==> config.mk <==
export PLATFORM = sky130hd
export DESIGN_NAME = aff_regs
export DESIGN_NICKNAME = d
export VERILOG_FILES = /design/src/rtl/aff_pkg.sv /design/src/rtl/aff_sticky.sv /design/src/rtl/aff_regs.sv
export SDC_FILE = /design/constraint.sdc
export NUM_CORES = 1
export LEC_CHECK = 0
export ABC_AREA = 1
export BUFFER_PORTS_ARGS = -buffer_cell sky130_fd_sc_hd__buf_2
export CAP_MARGIN = 25
export CORE_ASPECT_RATIO = 1.75
export CORE_MARGIN = 3
export CORE_UTILIZATION = 40
export DETAILED_ROUTE_END_ITERATION = 8
export PLACE_DENSITY_LB_ADDON = 0.08
export SYNTH_ARGS = -nofsm -noshare
export SYNTH_HDL_FRONTEND = slang
export SYNTH_SLANG_ARGS = --single-unit
==> constraint.sdc <==
create_clock -name clk_i -period 3.23 [get_ports clk_i]
set_input_delay 0.323 -clock clk_i [delete_from_list [all_inputs] [get_ports clk_i]]
set_output_delay 0.323 -clock clk_i [all_outputs]
set_load 0.1 [all_outputs]
==> src/rtl/aff_pkg.sv <==
// constants for the amplifier fault flag and serial format register bank
`default_nettype none

package aff_pkg;

  // ==========================================================
  // control port geometry
  localparam int ADDR_W = 7;
  localparam int DATA_W = 8;

  // ==========================================================
  // register offsets inside a page
  localparam logic [6:0] OFS_PAGE_SELECT = 7'h00;
  localparam logic [6:0] OFS_FAULT_A = 7'h68;
  localparam logic [6:0] OFS_FAULT_B = 7'h6C;
  localparam logic [6:0] OFS_LOW_POWER = 7'h79;
  localparam logic [6:0] OFS_BOOK_SELECT = 7'h7F;
  localparam logic [6:0] OFS_SERIAL_FORMAT = 7'h01;
  localparam logic [6:0] OFS_SLOT_OFFSET = 7'h03;

  // pages and book that hold the registers
  localparam logic [7:0] BOOK_MAIN = 8'h00;
  localparam logic [7:0] PAGE_FAULTS = 8'h00;
  localparam logic [7:0] PAGE_SERIAL = 8'h01;

  // ==========================================================
  // values after reset
  localparam logic [7:0] RST_PAGE = 8'h01;
  localparam logic [7:0] RST_BOOK = 8'h00;
  localparam logic RST_LOW_POWER = 1'b0;
  localparam logic [2:0] RST_FRAME_FORMAT = 3'h0;
  localparam logic [1:0] RST_WORD_LENGTH = 2'h2;
  localparam logic RST_OUT_RELEASE = 1'b0;
  localparam logic [7:0] RST_SLOT_OFFSET = 8'h00;

  // ==========================================================
  // field positions
  localparam int BIT_OVERCURRENT = 7;
  localparam int BIT_UNDERVOLTAGE = 6;
  localparam int BIT_OVERTEMP = 4;
  localparam int BIT_BROWNOUT = 3;
  localparam int BIT_CLOCK_LOST = 2;
  localparam int BIT_CONV_DONE = 1;
  localparam int BIT_CLOCK_ERR_ONE = 3;
  localparam int BIT_CLOCK_ERR_TWO = 2;
  localparam int BIT_LOW_POWER = 7;
  localparam int FMT_FRAME_MSB = 7;
  localparam int FMT_FRAME_LSB = 5;
  localparam int FMT_LEN_MSB = 4;
  localparam int FMT_LEN_LSB = 3;
  localparam int FMT_RELEASE = 0;

  // implemented bits; the rest read as zero
  localparam logic [7:0] MASK_FAULT_A = 8'hDE;
  localparam logic [7:0] MASK_FAULT_B = 8'h0C;

  // ==========================================================
  // frame format codes
  localparam logic [2:0] FMT_I2S = 3'h0;
  localparam logic [2:0] FMT_DSP = 3'h1;
  localparam logic [2:0] FMT_RIGHT_JUSTIFIED = 3'h2;
  localparam logic [2:0] FMT_LEFT_JUSTIFIED = 3'h3;
  localparam logic [2:0] FMT_MONO_PCM = 3'h4;

  // word length in bit clocks per code
  localparam int CNT_W = 9;
  localparam logic [8:0] LEN_CODE0 = 9'h010;
  localparam logic [8:0] LEN_CODE1 = 9'h014;
  localparam logic [8:0] LEN_CODE2 = 9'h018;
  localparam logic [8:0] LEN_CODE3 = 9'h020;
  localparam logic [8:0] CNT_MAX = 9'h1FF;

endpackage : aff_pkg

`default_nettype wire

==> src/rtl/aff_sticky.sv <==
// sticky flag register cleared by a read, with set winning over the clear
`timescale 1ns/1ps
`default_nettype none

module aff_sticky #(
  parameter int W = 8,
  parameter logic [7:0] MASK = 8'hFF
) (
  // clock and reset
  input wire logic clk_i,
  input wire logic srst_i,
  // events and read clear
  input wire logic [W-1:0] set_i,
  input wire logic clr_i,
  // flags
  output logic [W-1:0] flags_o
);

  logic [W-1:0] flags_r;
  logic [W-1:0] flags_nxt;

  // an event in the clearing cycle survives the clear
  assign flags_nxt = ((flags_r & ~{W{clr_i}}) | set_i) & MASK[W-1:0];

  always_ff @(posedge clk_i) begin
    if (srst_i) begin
      flags_r <= '0;
    end else begin
      flags_r <= flags_nxt;
    end
  end

  assign flags_o = flags_r;
endmodule : aff_sticky

`default_nettype wire

==> src/rtl/aff_regs.sv <==
// fault flag, low power, book, page and serial format register bank
// How it works
// - reading either fault register clears all its flags afterwards
// - speaker over-current latches fault A bit 7 until read
// - analog under-voltage latches fault A bit 6 until read
// - die over-temperature latches fault A bit 4 until read
// - brownout latches fault A bit 3 until read
// - clock loss latches fault A bit 2 until read
// - conversion completion latches fault A bit 1 until read
// - clock-error detector one latches fault B bit 3 until read
// - clock-error detector two latches fault B bit 2 until read
// - low-power bit 7 set disables power-on reset and enters low power
// - book selector at 0x7F of page zero takes any value 0 to 255
// - page selector steers later accesses and resets to page 1
// - frame format bits 7-5: I2S, DSP, right, left, mono PCM
// - word length codes 0-3 give 16, 20, 24, 32 bits; reset code 2
// - with release set, data output floats after the frame's data bits
// - slot offset counts from word clock rise, ignored in right-justified
`timescale 1ns/1ps
`default_nettype none

module aff_regs (
  // clock and reset
  input wire logic clk_i,
  input wire logic srst_i,
  // register access from the control port
  input wire logic reg_wr_i,
  input wire logic reg_rd_i,
  input wire logic [aff_pkg::ADDR_W-1:0] reg_addr_i,
  input wire logic [aff_pkg::DATA_W-1:0] reg_wdata_i,
  output logic [aff_pkg::DATA_W-1:0] reg_rdata_o,
  output logic reg_rvalid_o,
  // fault events from the detectors
  input wire logic speaker_overcurrent_i,
  input wire logic analog_undervoltage_i,
  input wire logic die_overtemp_i,
  input wire logic brownout_i,
  input wire logic clock_lost_i,
  input wire logic conversion_done_i,
  input wire logic clock_error_one_i,
  input wire logic clock_error_two_i,
  // configuration to the rest of the device
  output logic low_power_o,
  output logic [7:0] book_o,
  output logic [7:0] page_o,
  output logic [2:0] serial_frame_format_o,
  output logic [1:0] serial_word_length_o,
  output logic serial_out_release_o,
  output logic [7:0] serial_slot_offset_o,
  // serial data output timing
  input wire logic bit_tick_i,
  input wire logic word_clk_i,
  input wire logic sdata_i,
  output logic sdout_o,
  output logic sdout_oe_o
);

  // ==========================================================
  // address decode
  wire in_main_book = (book_o == aff_pkg::BOOK_MAIN);
  wire on_fault_page = in_main_book && (page_o == aff_pkg::PAGE_FAULTS);
  wire on_serial_page = in_main_book && (page_o == aff_pkg::PAGE_SERIAL);
  // the page selector sits at offset zero of every page so the host can always leave
  wire hit_page = (reg_addr_i == aff_pkg::OFS_PAGE_SELECT);
  wire hit_book = (page_o == aff_pkg::PAGE_FAULTS) &&
                  (reg_addr_i == aff_pkg::OFS_BOOK_SELECT);
  wire hit_fault_a = on_fault_page && (reg_addr_i == aff_pkg::OFS_FAULT_A);
  wire hit_fault_b = on_fault_page && (reg_addr_i == aff_pkg::OFS_FAULT_B);
  wire hit_low_power = on_fault_page && (reg_addr_i == aff_pkg::OFS_LOW_POWER);
  wire hit_format = on_serial_page && (reg_addr_i == aff_pkg::OFS_SERIAL_FORMAT);
  wire hit_offset = on_serial_page && (reg_addr_i == aff_pkg::OFS_SLOT_OFFSET);

  wire wr_page = reg_wr_i && hit_page;
  wire wr_book = reg_wr_i && hit_book;
  wire wr_low_power = reg_wr_i && hit_low_power;
  wire wr_format = reg_wr_i && hit_format;
  wire wr_offset = reg_wr_i && hit_offset;
  wire rd_fault_a = reg_rd_i && hit_fault_a;
  wire rd_fault_b = reg_rd_i && hit_fault_b;

  // ==========================================================
  // sticky fault flags
  logic [7:0] fault_a_set;
  logic [3:0] fault_b_set;
  logic [7:0] fault_a;
  logic [3:0] fault_b;

  always_comb begin
    fault_a_set = 8'h00;
    fault_a_set[aff_pkg::BIT_OVERCURRENT] = speaker_overcurrent_i;
    fault_a_set[aff_pkg::BIT_UNDERVOLTAGE] = analog_undervoltage_i;
    fault_a_set[aff_pkg::BIT_OVERTEMP] = die_overtemp_i;
    fault_a_set[aff_pkg::BIT_BROWNOUT] = brownout_i;
    fault_a_set[aff_pkg::BIT_CLOCK_LOST] = clock_lost_i;
    fault_a_set[aff_pkg::BIT_CONV_DONE] = conversion_done_i;
    fault_b_set = 4'h0;
    fault_b_set[aff_pkg::BIT_CLOCK_ERR_ONE] = clock_error_one_i;
    fault_b_set[aff_pkg::BIT_CLOCK_ERR_TWO] = clock_error_two_i;
  end

  aff_sticky #(
    .W(8),
    .MASK(aff_pkg::MASK_FAULT_A)
  ) u_fault_a (
    .clk_i(clk_i),
    .srst_i(srst_i),
    .set_i(fault_a_set),
    .clr_i(rd_fault_a),
    .flags_o(fault_a)
  );

  aff_sticky #(
    .W(4),
    .MASK(aff_pkg::MASK_FAULT_B)
  ) u_fault_b (
    .clk_i(clk_i),
    .srst_i(srst_i),
    .set_i(fault_b_set),
    .clr_i(rd_fault_b),
    .flags_o(fault_b)
  );

  // ==========================================================
  // configuration registers
  logic low_power_r;
  logic [7:0] book_r;
  logic [7:0] page_r;
  logic [2:0] frame_format_r;
  logic [1:0] word_length_r;
  logic out_release_r;
  logic [7:0] slot_offset_r;

  always_ff @(posedge clk_i) begin
    if (srst_i) begin
      low_power_r <= aff_pkg::RST_LOW_POWER;
      book_r <= aff_pkg::RST_BOOK;
      page_r <= aff_pkg::RST_PAGE;
    end else begin
      if (wr_low_power) begin
        low_power_r <= reg_wdata_i[aff_pkg::BIT_LOW_POWER];
      end
      if (wr_book) begin
        book_r <= reg_wdata_i;
      end
      if (wr_page) begin
        page_r <= reg_wdata_i;
      end
    end
  end

  // reserved format bits are not stored, so they read back as zero
  always_ff @(posedge clk_i) begin
    if (srst_i) begin
      frame_format_r <= aff_pkg::RST_FRAME_FORMAT;
      word_length_r <= aff_pkg::RST_WORD_LENGTH;
      out_release_r <= aff_pkg::RST_OUT_RELEASE;
      slot_offset_r <= aff_pkg::RST_SLOT_OFFSET;
    end else begin
      if (wr_format) begin
        frame_format_r <= reg_wdata_i[aff_pkg::FMT_FRAME_MSB:aff_pkg::FMT_FRAME_LSB];
        word_length_r <= reg_wdata_i[aff_pkg::FMT_LEN_MSB:aff_pkg::FMT_LEN_LSB];
        out_release_r <= reg_wdata_i[aff_pkg::FMT_RELEASE];
      end
      if (wr_offset) begin
        slot_offset_r <= reg_wdata_i;
      end
    end
  end

  assign low_power_o = low_power_r;
  assign book_o = book_r;
  assign page_o = page_r;
  assign serial_frame_format_o = frame_format_r;
  assign serial_word_length_o = word_length_r;
  assign serial_out_release_o = out_release_r;

  // ==========================================================
  // read path
  wire [7:0] rd_low_power = {low_power_r, 7'h00};
  wire [7:0] rd_format = {frame_format_r, word_length_r, 2'h0, out_release_r};
  wire [7:0] rd_fault_b_word = {4'h0, fault_b};
  wire [7:0] rd_mux =
    hit_page ? page_r :
    hit_book ? book_r :
    hit_fault_a ? fault_a :
    hit_fault_b ? rd_fault_b_word :
    hit_low_power ? rd_low_power :
    hit_format ? rd_format :
    hit_offset ? slot_offset_r :
    8'h00;

  logic [7:0] rdata_r;
  logic rvalid_r;

  // the flags seen by the host are those before the clearing edge
  always_ff @(posedge clk_i) begin
    if (srst_i) begin
      rdata_r <= 8'h00;
      rvalid_r <= 1'b0;
    end else begin
      rdata_r <= reg_rd_i ? rd_mux : 8'h00;
      rvalid_r <= reg_rd_i;
    end
  end

  assign reg_rdata_o = rdata_r;
  assign reg_rvalid_o = rvalid_r;

  // ==========================================================
  // slot offset and data window
  wire is_right_justified = (frame_format_r == aff_pkg::FMT_RIGHT_JUSTIFIED);
  // right-justified data is aligned to the frame end, so no offset applies there
  wire [7:0] eff_offset = is_right_justified ? 8'h00 : slot_offset_r;

  logic [8:0] word_bits;
  always_comb begin
    unique case (word_length_r)
      2'h0: word_bits = aff_pkg::LEN_CODE0;
      2'h1: word_bits = aff_pkg::LEN_CODE1;
      2'h2: word_bits = aff_pkg::LEN_CODE2;
      2'h3: word_bits = aff_pkg::LEN_CODE3;
    endcase
  end

  logic word_clk_r;
  logic [aff_pkg::CNT_W-1:0] bit_cnt_r;
  logic [aff_pkg::CNT_W-1:0] bit_cnt_nxt;
  wire word_clk_rise = word_clk_i && !word_clk_r;
  wire [aff_pkg::CNT_W-1:0] data_end = {1'b0, eff_offset} + word_bits;
  wire data_done = (bit_cnt_r >= data_end);
  // counter saturates so a stopped word clock cannot wrap into a new window
  wire cnt_full = (bit_cnt_r == aff_pkg::CNT_MAX);

  assign bit_cnt_nxt = word_clk_rise ? '0 :
                       (bit_tick_i && !cnt_full) ? bit_cnt_r + 9'h001 :
                       bit_cnt_r;

  logic [7:0] slot_offset_q;
  logic sdout_r;
  logic sdout_oe_r;

  always_ff @(posedge clk_i) begin
    if (srst_i) begin
      word_clk_r <= 1'b0;
      bit_cnt_r <= aff_pkg::CNT_MAX;
      slot_offset_q <= 8'h00;
      sdout_r <= 1'b0;
      sdout_oe_r <= 1'b0;
    end else begin
      word_clk_r <= word_clk_i;
      bit_cnt_r <= bit_cnt_nxt;
      slot_offset_q <= eff_offset;
      sdout_r <= sdata_i;
      sdout_oe_r <= !(out_release_r && data_done);
    end
  end

  assign serial_slot_offset_o = slot_offset_q;
  assign sdout_o = sdout_r;
  assign sdout_oe_o = sdout_oe_r;
endmodule : aff_regs

`default_nettype wire

**Yosys cells after proc, flatten, opt, wreduce, memory -nomap -nowiden**

Index checks and enable logic that the tools add are counted.

- Add/sub/neg operators: 2
- Order comparisons: 1
- Eq/ne operators: 12
- Mux-type cells: 11
- Bitwise gates (word level): 7
- Reduce and logical (&&, ||, !) cells: 27

Operators by type and width:

| operator | count |
|---|---|
| $mux 8 | 8 |
| $pmux 9 s4 | 1 |
| $eq 7x7->1 const B | 4 |
| $logic_and 1x1->1 | 18 |
| $mux 9 | 2 |
| $logic_not 8->1 | 2 |
| $add 8x9->9 | 1 |
| $add 9x1->9 const B | 1 |
| $eq 9x9->1 const B | 1 |
| $ge 9x9->1 | 1 |
| $and 8x8->8 | 1 |
| $eq 8x1->1 const B | 1 |
| $not 8->8 | 1 |
| $or 8x8->8 | 1 |
| $eq 7x1->1 const B | 1 |
| $eq 7x2->1 const B | 1 |
| $logic_not 7->1 | 1 |
| $and 4x4->4 | 1 |
| $eq 2x2->1 const B | 2 |
| $not 4->4 | 1 |
| $or 4x4->4 | 1 |
| $eq 3x2->1 const B | 1 |
| $logic_not 1->1 | 3 |
| $eq 2x1->1 const B | 1 |
| 4 further kinds | 4 |

- Register bits: 72
- Bits of input ports: 30
- Output and inout bits: 42
- Logic and storage cells: 78

**Depth between registers and ports, before layout**

Gate-level depths: netlist of run 1.

- Word-level depth: 10
- Gate-level depth with buffers: 16

**Cells and area by module**

A second synthesis of run 1 with hierarchy kept.

- Cell total of the unflattened synthesis: 491
- Area total of the unflattened synthesis: 3582.2 um^2

Modules (own cells, without submodules):

| module | times used | cells each | area an instance (um^2) | sequential area each (um^2) |
|---|---|---|---|---|
| aff_regs | 1 | 451 | 3276.9 | 1201.2 |
| aff_sticky (u_fault_a) | 1 | 28 | 217.7 | 120.1 |
| aff_sticky (u_fault_b) | 1 | 12 | 87.6 | 40.0 |

**Least setup slack after synthesis of run 1**

OpenSTA, ideal clock, no wires.

- Path kind: flip-flop to flip-flop
- Start point: reg frame_format_r[1] (netlist: serial_frame_format_o[1])
- End point: reg sdout_oe_r (netlist: sdout_oe_o)
- Library setup time: 0.157 ns
- Arrival time: 3.231 ns
- Required time: 3.073 ns
- Path slack: -0.158 ns
- Cell stages (with the launch flop): 15
- Path buffers: 0
- Clock period less this slack: 3.388 ns
- Path through: dfxtp_1 nand3_1 inv_1 nor2_1 ha_1 fa_1 nand3_1 nand2_1 xor2_1 ha_1 nand2_1 nor3_1 nand2_1 o2111ai_1 a21oi_1

- Longest elaborated chain between the ends: 6

RTL lines:

| item | line | RTL |
|---|---|---|
| start, declared | aff_regs.sv:128 | `logic [2:0] frame_format_r;` |
| start signal, assigned | aff_regs.sv:154 | `frame_format_r <= aff_pkg::RST_FRAME_FORMAT;` |
| start signal, assigned | aff_regs.sv:160 | `frame_format_r <= reg_wdata_i[aff_pkg::FMT_FRAME_MSB:aff_pkg::FMT_FRAME_LSB];` |
| $eq 3x2->1 | aff_regs.sv:211 | `wire is_right_justified = (frame_format_r == aff_pkg::FMT_RIGHT_JUSTIFIED);` |
| $mux 8 | aff_regs.sv:213 | `wire [7:0] eff_offset = is_right_justified ? 8'h00 : slot_offset_r;` |
| net eff_offset[2] | aff_regs.sv:213 |  |
| $add 8x9->9 | aff_regs.sv:229 | `wire [aff_pkg::CNT_W-1:0] data_end = {1'b0, eff_offset} + word_bits;` |
| $ge 9x9->1 | aff_regs.sv:230 | `wire data_done = (bit_cnt_r >= data_end);` |
| $logic_and 1x1->1 | aff_regs.sv:254 | `sdout_oe_r <= !(out_release_r && data_done);` |
| $logic_not 1->1 | aff_regs.sv:254 |  |
| end signal, assigned | aff_regs.sv:254 |  |
| end, declared | aff_regs.sv:240 | `logic sdout_oe_r;` |

The timed path passes the listed nets, and every way through them passes these cells.
A chain may end at the register's enable or synchronous reset.

**Worst setup path after layout of run 1**

- Start point: reg frame_format_r[0] (netlist: serial_frame_format_o[0])
- End point: reg sdout_oe_r (netlist: sdout_oe_o)

The elaborated chain is that of the path after synthesis.

==> results of run 1 <==
-- Yosys cell counts, types with 5 or more instances --
| cell type | count |
|---|---|
| o21ai_0 | 34 |
| clkbuf_1 | 7 |
| inv_1 | 64 |
| dfxtp_1 | 68 |
| a21oi_1 | 36 |
| nor3_1 | 10 |
| a211oi_1 | 5 |
| nand2_1 | 72 |
| ha_1 | 15 |
| nor2_1 | 74 |
| nand3_1 | 22 |
| nand4_1 | 11 |
| nor2_4 | 5 |
-- where the power goes --
group	internal (mW)	switching [mW]	total, mW
Sequential	0.863	0.0190	0.882
Clock	0.617	0.355	0.973
Combinational	0.0580	0.125	0.183
Total	1.54	0.500	2.04
-- critical path: cells and delay by family, from the launching register on --
family / cells / cell delay [ns]
flops: 1 / 0.32
buf+inv: 2 / 0.24
fa+ha+maj: 3 / 0.98
simple gates: 7 / 0.78
xor+xnor: 1 / 0.15
compound gates: 2 / 0.26
-- through the flow --
step                      instances  utilization, %
after floorplan                 470               -
after global placement          640            47.2
after detailed placement        640            47.2
after CTS                       656            50.8
after global routing            656            50.8
final                           656            50.8
-- final cells by class --
type / count / share of cell area [%]
Multi-Input combinational cell: 322 / 41.8
Sequential cell: 68 / 33.0
Timing Repair Buffer: 71 / 8.60
Inverter: 67 / 6.09
Clock buffer: 12 / 5.97
Tap cell: 112 / 3.39
Clock inverter: 4 / 1.18
-- flip-flops by register name, indices dropped and copies added (netlist names), 2 cells and up --
| register | flops |
|---|---|
| bit_cnt_r | 9 |
| book_o | 8 |
| page_o | 8 |
| reg_rdata_o | 8 |
| serial_frame_format_o | 3 |
| serial_slot_offset_o | 8 |
| serial_word_length_o | 2 |
| slot_offset_r | 8 |
| u_fault_a.flags_o | 6 |
| u_fault_b.flags_o | 2 |
-- cell families (layout without fill, tap and decap cells) --
logic type               after synthesis  count (layout)  synth area share [%]
buffers and inverters                 80             154                  9.37
AO/OA/AOI/OAI                         94              94                  15.8
adder cells (fa/ha/maj)               16              16                  6.10
AND/OR/NAND/NOR                      207             207                  27.4
flip-flops                            68              68                  40.0
XOR/XNOR                               5               5                  1.29
-- layer usage --
metal,vias up,part of all wire [%],routed length (um)
li1,1676,-,-
met1,1527,35,3570
met2,83,56,5780
met3,33,3.8,395
met4,0,5.8,598
met5,-,0,0
-- final timing paths --
path | from | end | slack [ns] | cells past startpoint
hold / removal | sdata_i | sdout_o$_SDFF_PP0_ | 0.19 | 3
hold reg to reg | u_fault_b.flags_o[3]$_SDFF_PP0_ | u_fault_b.flags_o[3]$_SDFF_PP0_ | 0.48 | 2
setup / recovery | serial_frame_format_o[0]$_SDFFE_PP0P_ | sdout_oe_o$_SDFF_PP0_ | 0.33 | 15
setup reg to reg | serial_frame_format_o[0]$_SDFFE_PP0P_ | sdout_oe_o$_SDFF_PP0_ | 0.33 | 15
-- repair_timing --
item / CTS / global route
endpoints found under the hold margin: 0 / 0
gates resized for setup: 0 / 1
setup endpoints to repair: 0 / 1
buffers inserted: 0 / 0
==> summary.txt, run 1 <==
Run status
  – Status: complete, no violations

Yosys
  – Avg Inst Size Synth: 7.25 um^2
  – Yosys top cell area share: 40.0%
  – Register bit total from synthesis: 68
  – Yosys warns: 0
  – Yosys top cell by area: dfxtp_1
  – Synth Flop Type: dfxtp_1
  – Synth async-reset ratio: 0%
  – Top post-synthesis cells by area: dfxtp_1 40%, nor2_1 8.2%, nand2_1 7.9%, inv_1 7.1%, ha_1 5.5%
  – Share of the yosys chip area belonging to registers: 40.0%
  – Synth Net Count: 516
  – Post-synth EDFFs: 0
  – Yosys cell types: 42
  – Synth Cell Area: 0.00341 mm^2
  – Cell count after synthesis: 470

Drt
  – DRC Markers: 0
  – WL per Instance: 15.8 um
  – Drt initial violations: 204
  – Via density: 5.06
  – 1st-pass router iterations: 4
  – Post-DRT Antenna Nets: 0
  – DRT Wirelength: 10300 um
  – Via count: 3319

Power
  – Final Total Pwr: 2.04 mW
  – PD cells: 493 mW/mm^2
  – Static Leak: 1.98 nW
  – VDD IR max: 0.000272 V

GRT
  – Vias in the first global route: 3276
  – Met1 GRT Util: 21.5%
  – First-pass GRT wire length: 16200 um
  – Initial antenna violation count: 0
  – Largest net degree at the start of global routing: 33
  – Remaining Overflow, GRT: 0
  – GRT Total Usage: 22.8%
  – GR peak layer: met2
  – GR Util met2: 42.2%
  – Met3 Use GR: 4.40%

Layout
  – Most frequent cells in the layout: 74 x nor2_1, 72 x nand2_1, 71 x buf_2
  – Seq. cell area: 0.00136 mm^2
  – Commonest non-fill, non-tap cell in the layout: nor2_1
  – Share of layout cells above drive strength 1: 20.4%
  – Multi-input logic area: 0.00173 mm^2
  – Final standard cell area without fillers: 0.00413 mm^2
  – P&R area growth vs syn: 21.3%
  – N_diodes: 0
  – Final net count: 585
  – # fillers: 843

Placement
  – Placed Area: 0.00383 mm^2
  – Pre-CTS worst setup slack: 0.305 ns
  – Placer Congestion: 0.879
  – Hpwl dp: 8270 um
  – Port Buffers: 71

Setup path
  – Critical Path RT: 3.42 ns
  – CP endpoint kind: flop
  – CP Class: reg -> reg
  – Critical path startpoint category: flop
  – Crit path largest cell delay: 0.42 ns
  – Critical path fanouts, max: 8
  – Worst path arrival time: 3.09 ns
  – Most frequent CP cell: nand2_1
  – Critical path's slowest cell: fa_1
  – Cell Chain, Critical Path: inv_1 -> nand3_1 -> inv_2 -> nor2_1 -> ha_1 -> fa_1 -> nand3_1 -> nand2_1 -> xor2_1 -> ha_1 -> nand2_1 -> nor3_1 -> nand2_1 -> o2111ai_1 -> a21oi_1

CTS
  – CTS clk-pin slew, worst paths: 0.05 ns
  – CTS Sinks: 68
  – Max H-tree Level: 3
  – TritonCTS clock tree: done
  – CTS max path bufs: 2
  – CTS buffer count: 9
  – CTS root buffer: clkbuf_16
  – Post-CTS Hold Buffers: 0
  – Clock latency on the worst-skew pair: 0.33 ns

Floorplanning
  – Die X: 75.8 um
  – Io pins: 72
  – Die ar.: 0.00970 mm^2
  – Die span in y: 128 um
  – Floorplan core area: 0.00812 mm^2
  – Rows: 43
  – Starting density of the core: 41.9%

STA
  – Setup repair after global routing missed its margin: false
  – TNS Setup: 0 ns
  – Setup ws final: 0.332 ns
  – Final worst-path cycle share: 89.7%
  – Final min period: 2.90 ns
  – Endpoints failing setup: 0
  – Measured slew at the worst slew-check pin: 0.892 ns
  – Slew Limit Fails: 0
  – Final hold viol count: 0
  – Worst hold margin: 0.194 ns
  – Max Fclk: 345 MHz
  – Relative slew slack: 40.5%
  – Final Skew: 0.00627 ns

Hold path
  – Tightest Hold Check Type: in -> reg

Flow run
  – Max-cap viol count: 0
(Power assumes the default switching activity.)
==> run 2, diff against run 1 <==
--- a/config.mk
+++ b/config.mk
@@ -5,7 +5,6 @@
 export SDC_FILE = /design/constraint.sdc
 export NUM_CORES = 1
 export LEC_CHECK = 0
-export ABC_AREA = 1
 export BUFFER_PORTS_ARGS = -buffer_cell sky130_fd_sc_hd__buf_2
 export CAP_MARGIN = 25
 export CORE_ASPECT_RATIO = 1.75
==> run 2 against run 1 <==
Compared with the run above: flip-flop and latch count stayed put; via count fell by 13%; combinational power fell by 13%; design area down 5.6%; clock-buffer cell count shrank 3; utilization barely moved; sequential share of layout area grew 2.2 points; synthesized cell count shrank 24%; first-iteration DRC count fell by 26%; final cell count fell by 21%; hold slack better by 0.0026 ns; critical endpoint unchanged; largest cell class unchanged; largest power group is now sequential cells; highest routed layer unchanged.
==> summary.txt, run 2 <==
Run status
  – Status: complete, no violations (unchanged)

Hold path
  – Tightest Hold Check Type: in -> reg (unchanged)

Power
  – Final Total Pwr: 1.93 mW (was 2.04 mW)
  – PD cells: 496 mW/mm^2 (was 493 mW/mm^2)
  – VDD IR max: 0.000285 V (was 0.000272 V)
  – Static Leak: 1.79 nW (was 1.98 nW)

Floorplanning
  – Floorplan core area: 0.00767 mm^2 (was 0.00812 mm^2)
  – Die ar.: 0.00910 mm^2 (was 0.00970 mm^2)
  – Io pins: 72 (unchanged)
  – Starting density of the core: 41.5% (was 41.9%)
  – Die span in y: 124 um (was 128 um)
  – Rows: 42 (was 43)
  – Die X: 73.4 um (was 75.8 um)

STA
  – Measured slew at the worst slew-check pin: 0.842 ns (was 0.892 ns)
  – Setup repair after global routing missed its margin: false (unchanged)
  – Final hold viol count: 0 (unchanged)
  – Final worst-path cycle share: 89.6% (was 89.7%)
  – Worst hold margin: 0.197 ns (was 0.194 ns)
  – Final Skew: 0.00412 ns (was 0.00627 ns)
  – Setup ws final: 0.336 ns (was 0.332 ns)
  – TNS Setup: 0 ns (unchanged)
  – Relative slew slack: 43.3% (was 40.5%)
  – Max Fclk: 346 MHz (was 345 MHz)
  – Slew Limit Fails: 0 (unchanged)
  – Final min period: 2.89 ns (was 2.90 ns)
  – Endpoints failing setup: 0 (unchanged)

Yosys
  – Post-synth EDFFs: 0 (unchanged)
  – Cell count after synthesis: 355 (was 470)
  – Synth async-reset ratio: 0% (unchanged)
  – Top cells by count, synth: 68 x dfxtp_1, 39 x nand2_1, 27 x nor2_1, 25 x a21oi_1, 20 x o21ai_0 (was 74 x nor2_1, 72 x nand2_1, 68 x dfxtp_1, 64 x inv_1, 36 x a21oi_1)
  – Yosys top cell by area: dfxtp_1 (unchanged)
  – Top post-synthesis cells by area: dfxtp_1 43%, mux2i_1 6.0%, ha_1 5.9%, nand2_1 4.6%, a21oi_1 3.9% (was dfxtp_1 40%, nor2_1 8.2%, nand2_1 7.9%, inv_1 7.1%, ha_1 5.5%)
  – Yosys top cell area share: 42.8% (was 40.0%)
  – Share of the yosys chip area belonging to registers: 42.8% (was 40.0%)
  – Synth Net Count: 401 (was 516)
  – Synth Flop Type: dfxtp_1 (unchanged)
  – Synth Cell Area: 0.00318 mm^2 (was 0.00341 mm^2)
  – Yosys cell types: 42 (unchanged)
  – Avg Inst Size Synth: 8.96 um^2 (was 7.25 um^2)
  – Most numerous cell in the Yosys netlist: dfxtp_1 (was nor2_1)
  – Register bit total from synthesis: 68 (unchanged)
  – Yosys warns: 0 (unchanged)

Setup path
  – CP Class: reg -> reg (unchanged)
  – Critical path startpoint category: flop (unchanged)
  – Most frequent CP cell: o21ai_0 (was nand2_1)
  – Cell Chain, Critical Path: or3b_4 -> and2_4 -> ha_1 -> nand2_1 -> or3_1 -> a31oi_1 -> mux2i_1 -> ha_1 -> o211a_1 -> o21ai_0 -> o21ai_0 -> o21ai_0 (was inv_1 -> nand3_1 -> inv_2 -> nor2_1 -> ha_1 -> fa_1 -> nand3_1 -> nand2_1 -> xor2_1 -> ha_1 -> nand2_1 -> nor3_1 -> nand2_1 -> o2111ai_1 -> a21oi_1)
  – Critical path's slowest cell: or3b_4 (was fa_1)
  – Worst path arrival time: 3.16 ns (was 3.09 ns)
  – CP endpoint kind: flop (unchanged)
  – Critical path fanouts, max: 9 (was 8)
  – Critical Path RT: 3.50 ns (was 3.42 ns)
  – Crit path largest cell delay: 0.43 ns (was 0.42 ns)
  – WP buf/inv: 0 (was 2)
  – Cell family contributing the most delay on the critical path: simple AND/OR/NAND/NOR gates (was adder cells)

Layout
  – Final net count: 472 (was 585)
  – Most frequent cells in the layout: 71 x buf_2, 65 x dfxtp_1, 39 x nand2_1 (was 74 x nor2_1, 72 x nand2_1, 71 x buf_2)
  – Final Util: 50.8% (about the same)
  – Commonest non-fill, non-tap cell in the layout: buf_2 (was nor2_1)
  – N_diodes: 0 (unchanged)
  – Largest register FFs: 9 (unchanged)
  – Reg with most FFs: bit_cnt_r (unchanged)
  – P&R area growth vs syn: 22.5% (was 21.3%)
  – Share of layout cells above drive strength 1: 25.3% (was 20.4%)

Drt
  – DRT Wirelength: 9090 um (was 10300 um)
  – DRC Markers: 0 (unchanged)
  – Post-DRT Antenna Nets: 0 (unchanged)
  – Drt initial violations: 151 (was 204)
  – 1st-pass router iterations: 4 (unchanged)
  – WL per Instance: 17.5 um (was 15.8 um)
  – Via density: 5.53 (was 5.06)
  – Via count: 2871 (was 3319)

Placement
  – Hpwl dp: 6940 um (was 8270 um)
  – Placer Congestion: 0.834 (was 0.879)
  – Pre-CTS worst setup slack: 0.221 ns (was 0.305 ns)
  – Port Buffers: 71 (unchanged)

Flow run
  – Max-cap viol count: 0 (unchanged)

CTS
  – Max H-tree Level: 3 (unchanged)
  – CTS clk-pin slew, worst paths: 0.06 ns (was 0.05 ns)
  – Clock latency on the worst-skew pair: 0.34 ns (was 0.33 ns)
  – CTS max path bufs: 2 (unchanged)
  – Post-CTS Hold Buffers: 0 (unchanged)
  – TritonCTS clock tree: done (unchanged)
  – CTS root buffer: clkbuf_16 (unchanged)
  – CTS Sinks: 68 (unchanged)
  – CTS buffer count: 9 (unchanged)

GRT
  – Initial antenna violation count: 0 (unchanged)
  – GRT Total Usage: 21.7% (was 22.8%)
  – First-pass GRT wire length: 14600 um (was 16200 um)
  – Remaining Overflow, GRT: 0 (unchanged)
  – Largest net degree at the start of global routing: 38 (was 33)
  – Vias in the first global route: 2811 (was 3276)
run 2: worst reg2reg max path, stage by stage (launching register included):
cell	delay [ns]
dfxtp_4	0.35
or3b_4	0.43
and2_4	0.19
ha_1	0.31
nand2_1	0.05
or3_1	0.36
a31oi_1	0.19
mux2i_1	0.23
ha_1	0.26
o211a_1	0.15
o21ai_0	0.06
o21ai_0	0.09
o21ai_0	0.14
run 2: layout make-up:
class	count	area, um^2
tap	88	110
timing repair buffer	77	400
clock inverter	7	43.8
fill	757	3770
inverter	10	37.5
clock buffer	9	225
sequential	68	1370
multi-input combinational	260	1710
run 2: per-stage QoR:
stage / cell area [um^2] / std cells
after global routing: 3900 / 519
after floorplan: 3200 / 355
final: 3900 / 519
after global placement: 3630 / 503
after detailed placement: 3630 / 503
after CTS: 3900 / 519
run 2: power breakdown:
| group | internal (mW) | total [mW] | switching [mW] | leakage, nW |
|---|---|---|---|---|
| registers | 0.863 | 0.889 | 0.0260 | 0.557 |
| clock network | 0.514 | 0.886 | 0.372 | 0.131 |
| logic | 0.0609 | 0.159 | 0.0980 | 1.10 |
run 2: worst paths after layout:
kind	endpoint	depth (start not counted)	slack (ns)	start
hold / removal	sdout_o$_SDFF_PP0_	2	0.20	sdata_i
hold reg to reg	u_fault_a.flags_o[3]$_SDFF_PP0_	1	0.48	u_fault_a.flags_o[3]$_SDFF_PP0_
setup reg to reg	sdout_oe_o$_SDFF_PP0_	12	0.34	serial_frame_format_o[2]$_SDFFE_PP0P_
setup / recovery	sdout_oe_o$_SDFF_PP0_	12	0.34	serial_frame_format_o[2]$_SDFFE_PP0P_
run 2: cell families (layout without fill, tap and decap cells):
| kind of cell | count (synthesis) | in the layout | share of synthesized area, % |
|---|---|---|---|
| simple gates | 140 | 140 | 23.0 |
| compound gates | 69 | 69 | 13.3 |
| flops | 68 | 68 | 42.8 |
| fa+ha+maj | 16 | 16 | 6.53 |
| buf+inv | 27 | 103 | 3.66 |
| xor+xnor | 11 | 11 | 3.03 |
| mux | 24 | 24 | 7.75 |
run 2: what timing repair did:
| item | 4_1_cts | 5_1_grt |
|---|---|---|
| setup buffers | 0 | 0 |
| endpoints found under the setup margin | 0 | 1 |
| resized for setup | 0 | 1 |
run 2: routing by layer:
metal / share of wire [%] / global-route usage [%] / vias up
met5: 0 / 0 / -
met2: 56 / 39.1 / 89
met3: 4.6 / 4.20 / 20
met1: 36 / 23.4 / 1347
li1: - / - / 1415
met4: 3.2 / 11.0 / 0
